## config.mk

```make
export PLATFORM = sky130hd
export DESIGN_NAME = almh_lane_map_ctrl
export DESIGN_NICKNAME = d
export VERILOG_FILES = /design/src/design/almh_pkg.sv /design/src/design/almh_lane_map_ctrl.sv /design/src/design/almh_debounce.sv
export SDC_FILE = /design/constraint.sdc
export NUM_CORES = 1
export LEC_CHECK = 0
export BUFFER_PORTS_ARGS = -buffer_cell sky130_fd_sc_hd__clkbuf_2
export CAP_MARGIN = 10
export CORE_MARGIN = 5
export CORE_UTILIZATION = 51
export DETAILED_ROUTE_END_ITERATION = 10
export GPL_TIMING_DRIVEN = 0
export PLACE_DENSITY = 0.75
export SYNTH_ARGS = -nofsm -noshare
export SYNTH_HDL_FRONTEND = slang
export SYNTH_SLANG_ARGS = --single-unit
```

## constraint.sdc

```tcl
create_clock -name clk -period 1.6 [get_ports clk]
set_clock_uncertainty 0.05 [all_clocks]
set_input_delay 0.32 -clock clk [delete_from_list [all_inputs] [get_ports clk]]
set_output_delay 0.32 -clock clk [all_outputs]
set_load 0.05 [all_outputs]
```

## src/design/almh_pkg.sv

```systemverilog
// Package for the alt-mode lane map and hot-plug control block
package almh_pkg;

    // Register byte offsets
    localparam logic [7:0] LANE_MAP_CONFIG_OFF     = 8'h03;
    localparam logic [7:0] HOTPLUG_GATE_CONFIG_OFF = 8'h12;
    localparam logic [7:0] HOTPLUG_POL_CONFIG_OFF  = 8'h04;

    // Field positions
    localparam int LANE_MAP_FIELD_LSB   = 4;
    localparam int HOTPLUG_BYPASS_BIT   = 2;
    localparam int HOTPLUG_POL_BIT      = 1;

    // Reset values
    localparam logic [7:0] LANE_MAP_CONFIG_RST     = 8'h00;
    localparam logic [7:0] HOTPLUG_GATE_CONFIG_RST = 8'h00;
    localparam logic [7:0] HOTPLUG_POL_CONFIG_RST  = 8'h00;

    // Timing
    localparam int CLK_HZ           = 20_000_000;
    localparam int DEBOUNCE_MS      = 325;
    localparam int DEBOUNCE_CYCLES  = (CLK_HZ / 1000) * DEBOUNCE_MS;

    // Source of each connector pair
    typedef enum logic [1:0]
    {
        SRC_NONE = 2'b00,
        SRC_CH1  = 2'b01,
        SRC_CH2  = 2'b10
    } almh_src_type;

    // Protocol carried by a connector pair
    typedef enum logic [1:0]
    {
        PROTO_NONE = 2'b00,
        PROTO_USB  = 2'b01,
        PROTO_DISP = 2'b10,
        PROTO_PCIE = 2'b11
    } almh_proto_type;

    // Decoded routing for one lane-map code
    typedef struct packed
    {
        almh_src_type   pair_one_src;
        almh_src_type   pair_two_src;
        almh_proto_type pair_one_proto;
        almh_proto_type pair_two_proto;
        logic           aux_used;
        logic           aux_crossed;
        logic           hp_pair_one;
        logic           hp_pair_two;
        logic           hp_pin_only;
    } almh_route_type;

endpackage

```

## src/design/almh_lane_map_ctrl.sv

```systemverilog
// Lane-map decode, aux routing and hot-plug gating of the alt-mode redriver
`timescale 1ns/100ps
module almh_lane_map_ctrl
    import almh_pkg::*;
#(
    parameter int HOLD_CYCLES = DEBOUNCE_CYCLES
)
(
    // Clock and reset
    input  wire logic       clk,
    input  wire logic       rst_b,
    // Configuration pins
    input  wire logic [2:0] lane_map_code,
    input  wire logic       reg_ctrl_select,
    input  wire logic       sink_hotplug_in,
    // Register port
    input  wire logic       reg_wr,
    input  wire logic       reg_rd,
    input  wire logic [7:0] reg_addr,
    input  wire logic [7:0] reg_wdata,
    output logic      [7:0] reg_rdata,
    // Routing outputs
    output almh_route_type  route,
    output logic      [3:0] active_code,
    output logic            pair_one_enable,
    output logic            pair_two_enable,
    output logic            hotplug_level
);

    ////////////////////////////////////////////////////////////////////////
    // Elaboration checks

    // Hold time must span at least one low cycle
    if (HOLD_CYCLES < 1)
    begin : g_chk_hold
        $error("HOLD_CYCLES must be at least one");
    end

    // Counter width comes from HOLD_CYCLES + 1, which must not overflow
    if (HOLD_CYCLES > 32'h3FFF_FFFF)
    begin : g_chk_span
        $error("HOLD_CYCLES too large for the debounce counter");
    end

    // Lane-map field must sit wholly inside its byte
    if (LANE_MAP_FIELD_LSB < 0 || LANE_MAP_FIELD_LSB > 4)
    begin : g_chk_field
        $error("Lane-map field lies outside its register");
    end

    // Bypass bit must address a bit of its byte
    if (HOTPLUG_BYPASS_BIT < 0 || HOTPLUG_BYPASS_BIT > 7)
    begin : g_chk_bypass
        $error("Bypass bit lies outside its register");
    end

    // Polarity bit must address a bit of its byte
    if (HOTPLUG_POL_BIT < 0 || HOTPLUG_POL_BIT > 7)
    begin : g_chk_pol
        $error("Polarity bit lies outside its register");
    end

    // Shared offsets would let one write land in two registers
    if (LANE_MAP_CONFIG_OFF == HOTPLUG_GATE_CONFIG_OFF ||
        LANE_MAP_CONFIG_OFF == HOTPLUG_POL_CONFIG_OFF  ||
        HOTPLUG_GATE_CONFIG_OFF == HOTPLUG_POL_CONFIG_OFF)
    begin : g_chk_offsets
        $error("Register offsets must be distinct");
    end

    // A zero debounce default would leave the filter transparent
    if (DEBOUNCE_CYCLES < 1)
    begin : g_chk_default
        $error("Debounce default must be at least one cycle");
    end

    ////////////////////////////////////////////////////////////////////////
    // State

    typedef struct packed
    {
        logic [7:0]     lane_map_config;
        logic [7:0]     hotplug_gate_config;
        logic [7:0]     hotplug_pol_config;
        logic [2:0]     pins_meta;
        logic [2:0]     pins_sync;
        logic [1:0]     sel_meta;
        logic           hp_meta;
        logic           hp_sync;
        logic [7:0]     rdata;
        almh_route_type route;
        logic [3:0]     code;
        logic           en_one;
        logic           en_two;
    } almh_state_type;

    // Registered copy and its next value
    almh_state_type state_r;
    almh_state_type state_nxt;

    logic           sel_sync;
    logic           hp_active;
    logic           hp_filtered;
    logic [3:0]     code_sel;
    almh_route_type route_dec;
    logic           gate;

    assign sel_sync = state_r.sel_meta[1];

    ////////////////////////////////////////////////////////////////////////
    // Hot-plug polarity and debounce

    // Polarity applied after the synchroniser so the filter sees asserted level
    assign hp_active = state_r.hp_sync ^ state_r.hotplug_pol_config[HOTPLUG_POL_BIT];

    // One filter serves both polarities since it sees the asserted level
    almh_debounce #(
        .HOLD_CYCLES (HOLD_CYCLES)
    ) u_debounce (
        .clk       (clk),
        .rst_b     (rst_b),
        .level_in  (hp_active),
        .level_out (hp_filtered)
    );

    ////////////////////////////////////////////////////////////////////////
    // Code source and decode

    // Pin mode zero-extends three pins, so the upper codes stay unreachable
    always_comb
    begin
        if (sel_sync)
            code_sel = state_r.lane_map_config[LANE_MAP_FIELD_LSB +: 4];
        else
            code_sel = {1'b0, state_r.pins_sync};
    end

    // Lane-map table; the all-display flip codes touch only the aux crossing
    always_comb
    begin
        route_dec = '0;
        unique case (code_sel)
            4'b0000, 4'b0001:
                route_dec = '0;
            4'b0010, 4'b0011:
            begin
                route_dec.pair_one_src   = SRC_CH1;
                route_dec.pair_two_src   = SRC_CH2;
                route_dec.pair_one_proto = PROTO_DISP;
                route_dec.pair_two_proto = PROTO_DISP;
                route_dec.aux_used       = 1'b1;
                route_dec.aux_crossed    = code_sel[0];
                route_dec.hp_pair_one    = 1'b1;
                route_dec.hp_pair_two    = 1'b1;
            end
            4'b0100:
            begin
                route_dec.pair_one_src   = SRC_CH1;
                route_dec.pair_one_proto = PROTO_USB;
            end
            4'b0101:
            begin
                route_dec.pair_two_src   = SRC_CH2;
                route_dec.pair_two_proto = PROTO_USB;
            end
            4'b0110:
            begin
                route_dec.pair_one_src   = SRC_CH1;
                route_dec.pair_two_src   = SRC_CH2;
                route_dec.pair_one_proto = PROTO_USB;
                route_dec.pair_two_proto = PROTO_DISP;
                route_dec.aux_used       = 1'b1;
                route_dec.hp_pair_two    = 1'b1;
            end
            4'b0111:
            begin
                route_dec.pair_one_src   = SRC_CH1;
                route_dec.pair_two_src   = SRC_CH2;
                route_dec.pair_one_proto = PROTO_DISP;
                route_dec.pair_two_proto = PROTO_USB;
                route_dec.aux_used       = 1'b1;
                route_dec.aux_crossed    = 1'b1;
                route_dec.hp_pair_one    = 1'b1;
            end
            4'b1000:
            begin
                route_dec.pair_one_src   = SRC_CH1;
                route_dec.pair_two_src   = SRC_CH2;
                route_dec.pair_one_proto = PROTO_DISP;
                route_dec.pair_two_proto = PROTO_USB;
                route_dec.aux_used       = 1'b1;
                route_dec.hp_pair_one    = 1'b1;
            end
            4'b1001:
            begin
                route_dec.pair_one_src   = SRC_CH1;
                route_dec.pair_two_src   = SRC_CH2;
                route_dec.pair_one_proto = PROTO_USB;
                route_dec.pair_two_proto = PROTO_DISP;
                route_dec.aux_used       = 1'b1;
                route_dec.aux_crossed    = 1'b1;
                route_dec.hp_pair_two    = 1'b1;
            end
            4'b1010, 4'b1011:
            begin
                route_dec.pair_one_src   = SRC_CH1;
                route_dec.pair_two_src   = SRC_CH2;
                route_dec.pair_one_proto = PROTO_DISP;
                route_dec.pair_two_proto = PROTO_DISP;
                route_dec.aux_used       = 1'b1;
                route_dec.aux_crossed    = code_sel[0];
                route_dec.hp_pair_one    = 1'b1;
                route_dec.hp_pair_two    = 1'b1;
                route_dec.hp_pin_only    = 1'b1;
            end
            4'b1100:
            begin
                route_dec.pair_one_src   = SRC_CH1;
                route_dec.pair_two_src   = SRC_CH2;
                route_dec.pair_one_proto = PROTO_USB;
                route_dec.pair_two_proto = PROTO_USB;
            end
            4'b1101:
            begin
                route_dec.pair_one_src   = SRC_CH1;
                route_dec.pair_two_src   = SRC_CH2;
                route_dec.pair_one_proto = PROTO_PCIE;
                route_dec.pair_two_proto = PROTO_PCIE;
            end
            4'b1110:
            begin
                route_dec.pair_one_src   = SRC_CH1;
                route_dec.pair_two_src   = SRC_CH2;
                route_dec.pair_one_proto = PROTO_USB;
                route_dec.pair_two_proto = PROTO_PCIE;
            end
            4'b1111:
            begin
                route_dec.pair_one_src   = SRC_CH1;
                route_dec.pair_two_src   = SRC_CH2;
                route_dec.pair_one_proto = PROTO_PCIE;
                route_dec.pair_two_proto = PROTO_USB;
            end
        endcase
    end

    ////////////////////////////////////////////////////////////////////////
    // Next state

    // Bypass holds display lanes on whatever the pin says
    assign gate = state_r.hotplug_gate_config[HOTPLUG_BYPASS_BIT] | hp_filtered;

    always_comb
    begin
        state_nxt = state_r;

        // Two-stage synchronisers on every pin
        state_nxt.pins_meta = lane_map_code;
        state_nxt.pins_sync = state_r.pins_meta;
        state_nxt.sel_meta  = {state_r.sel_meta[0], reg_ctrl_select};
        state_nxt.hp_meta   = sink_hotplug_in;
        state_nxt.hp_sync   = state_r.hp_meta;

        // Register writes; register mode never reads the lane-map pins
        if (reg_wr)
        begin
            unique case (reg_addr)
                LANE_MAP_CONFIG_OFF:     state_nxt.lane_map_config = reg_wdata;
                HOTPLUG_GATE_CONFIG_OFF: state_nxt.hotplug_gate_config = reg_wdata;
                HOTPLUG_POL_CONFIG_OFF:  state_nxt.hotplug_pol_config = reg_wdata;
                default:                 ;
            endcase
        end

        // Register reads, unmapped addresses read zero
        if (reg_rd)
        begin
            unique case (reg_addr)
                LANE_MAP_CONFIG_OFF:     state_nxt.rdata = state_r.lane_map_config;
                HOTPLUG_GATE_CONFIG_OFF: state_nxt.rdata = state_r.hotplug_gate_config;
                HOTPLUG_POL_CONFIG_OFF:  state_nxt.rdata = state_r.hotplug_pol_config;
                default:                 state_nxt.rdata = 8'h00;
            endcase
        end

        // Registered routing; hot-plug only matters on responding pairs
        state_nxt.route  = route_dec;
        state_nxt.code   = code_sel;
        state_nxt.en_one = (route_dec.pair_one_proto != PROTO_NONE) &&
                           (!route_dec.hp_pair_one || gate);
        state_nxt.en_two = (route_dec.pair_two_proto != PROTO_NONE) &&
                           (!route_dec.hp_pair_two || gate);
    end

    ////////////////////////////////////////////////////////////////////////
    // State register

    // Synchronous reset; select comes up in register mode
    always_ff @(posedge clk)
    begin
        if (!rst_b)
        begin
            state_r                     <= '0;
            state_r.lane_map_config     <= LANE_MAP_CONFIG_RST;
            state_r.hotplug_gate_config <= HOTPLUG_GATE_CONFIG_RST;
            state_r.hotplug_pol_config  <= HOTPLUG_POL_CONFIG_RST;
            state_r.sel_meta            <= 2'b11; // Register mode is the default
        end
        else
            state_r <= state_nxt;
    end

    ////////////////////////////////////////////////////////////////////////
    // Outputs

    assign reg_rdata       = state_r.rdata;
    assign route           = state_r.route;
    assign active_code     = state_r.code;
    assign pair_one_enable = state_r.en_one;
    assign pair_two_enable = state_r.en_two;
    assign hotplug_level   = hp_filtered;

endmodule // almh_lane_map_ctrl

```

## src/design/almh_debounce.sv

```systemverilog
// Hot-plug de-assert debounce: rise passes at once, fall after a hold time
`timescale 1ns/100ps
module almh_debounce
    import almh_pkg::*;
#(
    parameter int HOLD_CYCLES = DEBOUNCE_CYCLES
)
(
    // Clock and reset
    input  wire logic clk,
    input  wire logic rst_b,
    // Synchronised level in, filtered level out
    input  wire logic level_in,
    output logic      level_out
);

    localparam int CW = $clog2(HOLD_CYCLES + 1);

    // Hold time must span at least one low cycle
    if (HOLD_CYCLES < 1)
    begin : g_chk_hold
        $error("HOLD_CYCLES must be at least one");
    end

    typedef struct packed
    {
        logic [CW-1:0] cnt;
        logic          level;
    } almh_deb_state_type;

    almh_deb_state_type state_r;
    almh_deb_state_type state_nxt;

    // Counter only runs while input sits low and output is still high
    always_comb
    begin
        state_nxt = state_r;
        if (level_in)
        begin
            state_nxt.level = 1'b1;
            state_nxt.cnt   = '0;
        end
        else if (state_r.level)
        begin
            if (state_r.cnt == CW'(HOLD_CYCLES - 1))
            begin
                state_nxt.level = 1'b0;
                state_nxt.cnt   = '0;
            end
            else
                state_nxt.cnt = state_r.cnt + 1'b1;
        end
    end

    // State register
    always_ff @(posedge clk)
    begin
        if (!rst_b)
            state_r <= '0;
        else
            state_r <= state_nxt;
    end

    assign level_out = state_r.level;

endmodule // almh_debounce

```

==> run_results.csv <==
group,metric,value,unit
status,status,"complete, but fails checks",
status,violations,"setup timing",
placement,place_ws,-382,ps
logic_synthesis,synth_edf_count,0,
logic_synthesis,synth_top_area_cell,"dfxtp_1",
clock_tree,clk_pin_slew_worst_paths,90,ps
power_and_ir_drop,peakVddDrop,0.606,mV
setup_path,max_stage_delay,510,ps
floorplanning,die_h,95.7,um
setup_path,worstSetupStartpoint,"u_debounce.state_r[4]",
global_route,gr-total-overflow,0,
global_route,antenna_found_initial,0,
clock_tree,insertion_delay,370,ps
sta,slew_headroom,60.6,%
global_route,grt_pass1_vias,3034,
hold_path,hold_start,"reg_ctrl_select",
final_layout,ff_latch_area,1710,um2
setup_path,critPathKind,"reg -> reg",
logic_synthesis,yosys_warnings,0,
setup_path,crit_path_cell_trace,"and3_1 > buf_6 > buf_4 > nand2_8 > or4_4 > a21oi_2",
floorplanning,ioPinCount,53,
logic_synthesis,yosysSeqAreaShare,44.3,%
logic_synthesis,synth_top_area_share,44.3,%
setup_path,cp-end-kind,"register",
logic_synthesis,synth_area_leaders,"dfxtp_1 44%, mux2i_1 6.9%, buf_4 5.6%, nand3_1 4.7%, nor2_1 4.1%",
global_route,grt_max_degree,16,
sta,rsz0062_at_grt,"true",
logic_synthesis,synthFlopType,"dfxtp_1",
detailed_routing,vias_per_cell,5.50,
flow_run,drv_cap,0,
final_layout,nets,516,
floorplanning,die-area,9160,um2
setup_path,worstPathArrival,1890,ps
logic_synthesis,yosys-top-cells-count,"83 x dfxtp_1, 41 x nor2_1, 35 x nand3_1",
logic_synthesis,syn_avg_cell_area,9.42,um2
logic_synthesis,synth.ff_latch_count,83,
detailed_routing,wl_per_cell,16.0,um
detailed_routing,drc,0,
logic_synthesis,synth_area,3750,um2
setup_path,cp_slowest_cell,"or4_4",
clock_tree,clock-sinks,83,
clock_tree,cts_inserted_buffers,9,
sta,fin_crit_sh,103,%
clock_tree,clk_path_buf_depth,2,
global_route,grtUsageTotal,19.3,%
sta,setup_tns,-186,ps
sta,slew_violations,0,
floorplanning,core,7210,um2
final_layout,antennaDiodeCount,0,
final_layout,layout-drive-gt1-share,42.2,%
floorplanning,die_w,95.7,um
logic_synthesis,postSynthCellCount,398,
sta,hold_viol,0,
sta,period_minus_slack,1650,ps
placement,gp_congestion,0.823,
detailed_routing,dr.pass1.iters,5,
detailed_routing,via_count,3266,
final_layout,multi_input_area,1990,um2
power_and_ir_drop,cellLeakagePower,2.29,nW
global_route,grt_pass1_wl,13800,um
placement,hpwlAfterDp,5600,um
final_layout,utilization,67.8,%
logic_synthesis,yosysMostFrequentCell,"dfxtp_1",
power_and_ir_drop,powerDensity,820,nW/um2
detailed_routing,ant_nets,0,
sta,setup_ws,-46.3,ps
final_layout,num-fill-cells,558,
logic_synthesis,ys_async_sr_fraction,0,%
placement,io_buffers,49,
clock_tree,cts-root-buf,"clkbuf_8",
final_layout,area_growth_syn_to_layout,30.6,%
floorplanning,initial_core_util,51.9,%
detailed_routing,drtIter0Drc,161,
setup_path,cp_max_fo,7,
sta,tightest_slew,591,ps
clock_tree,htreeDepth,3,
logic_synthesis,yosys.cell_types.count,54,
setup_path,critPathRequiredTime,1850,ps
setup_path,r2r-start,"u_debounce.state_r[4]",
setup_path,start_kind,"register",
sta,fmax,0.607,GHz
sta,setup_viol,10,
hold_path,hold_path_class,"in -> reg",
clock_tree,cts_tree,"done",
floorplanning,num_rows,31,
detailed_routing,finalWirelength,9530,um
cell type report:
class / count / share of cell area (%)
Buffer: 44 / 6.78
Clock buffer: 9 / 2.53
Clock inverter: 7 / 2.02
Inverter: 5 / 0.384
Multi-Input combinational cell: 266 / 40.7
Sequential cell: 83 / 34.9
Tap cell: 99 / 2.53
Timing Repair Buffer: 81 / 10.2
cells by family after synthesis:
logic type,after synthesis,synth area share [%]
buf+inv,50,8.65
flops,83,44.3
xor+xnor,12,2.80
other cells,1,0.100
compound gates,58,10.8
mux,29,7.91
simple gates,164,25.1
fa+ha+maj,1,0.334
worst max-delay path, delay by kind of cell, from the launching register on:
family          cells  cell delay [ps]
compound gates      1              130
buf+inv             2              280
simple gates        3              760
flops               1              360
worst paths after layout:
check	endpoint	slack (ps)	depth (start not counted)
setup / recovery	u_debounce.state_r[23]	-50	6
hold / removal	state_nxt[30]	80	2
setup reg to reg	u_debounce.state_r[23]	-50	6
hold reg to reg	sel_sync	360	1
metrics by stage:
stage	area (um2)	total power, mW	instances	hold WS (ps)
global route	4890	4.13	594	76.3
floorplan	3760	2.25	399	336
global placement	4130	2.32	547	341
finish	4890	4.01	594	84.6
CTS	4540	4.01	572	75.6
detailed placement	4130	2.33	547	346
flip-flops by register name (all words and copies together), names as in the netlist:
signal,count
pair_one_enable,1
route,11
sel_sync,1
u_debounce.state_r,23
pair_two_enable,1
state_nxt,5
u_debounce.level_out,1
active_code,4
reg_rdata,8
state_r,28
power breakdown:
| part | internal [mW] | total [mW] | switching, mW | leakage (nW) |
|---|---|---|---|---|
| clock network | 0.890 | 1.71 | 0.816 | 0.110 |
| logic | 0.0872 | 0.229 | 0.142 | 1.49 |
| registers | 2.07 | 2.08 | 0.0105 | 0.684 |
| total | 3.05 | 4.01 | 0.968 | 2.29 |
metal layers:
layer	track usage (%)	vias to the layer above	wire length, um
met5	0	-	0
met4	8.41	0	228
met3	3.60	25	399
met2	32.7	96	4890
met1	23.8	1572	4010
li1	-	1573	-
placed cells by master (no fill, tap or decap), drive strengths merged, types with 4 or more instances in the layout:
| cell type | n |
|---|---|
| a21oi | 14 |
| a31oi | 9 |
| and2 | 16 |
| and3 | 7 |
| buf | 70 |
| clkbuf | 64 |
| dfxtp | 83 |
| inv | 7 |
| mux2i | 27 |
| nand2 | 16 |
| nand3 | 38 |
| nand4 | 8 |
| nor2 | 41 |
| nor2b | 10 |
| o211a | 8 |
| o21ai | 10 |
| o31ai | 5 |
| or3 | 8 |
| or4 | 4 |
| xnor2 | 4 |
| xor2 | 8 |
repair_timing:
item | 4_1_cts | 5_1_grt
hold endpoints to repair | 0 | 0
buffers inserted | 9 | 21
pin swaps | 8 | 23
hold buffers | 0 | 0
gates resized for setup | 34 | 56
setup endpoints to repair | 33 | 47
cloned | 1 | 1
Power figures use the tool's default switching activity.
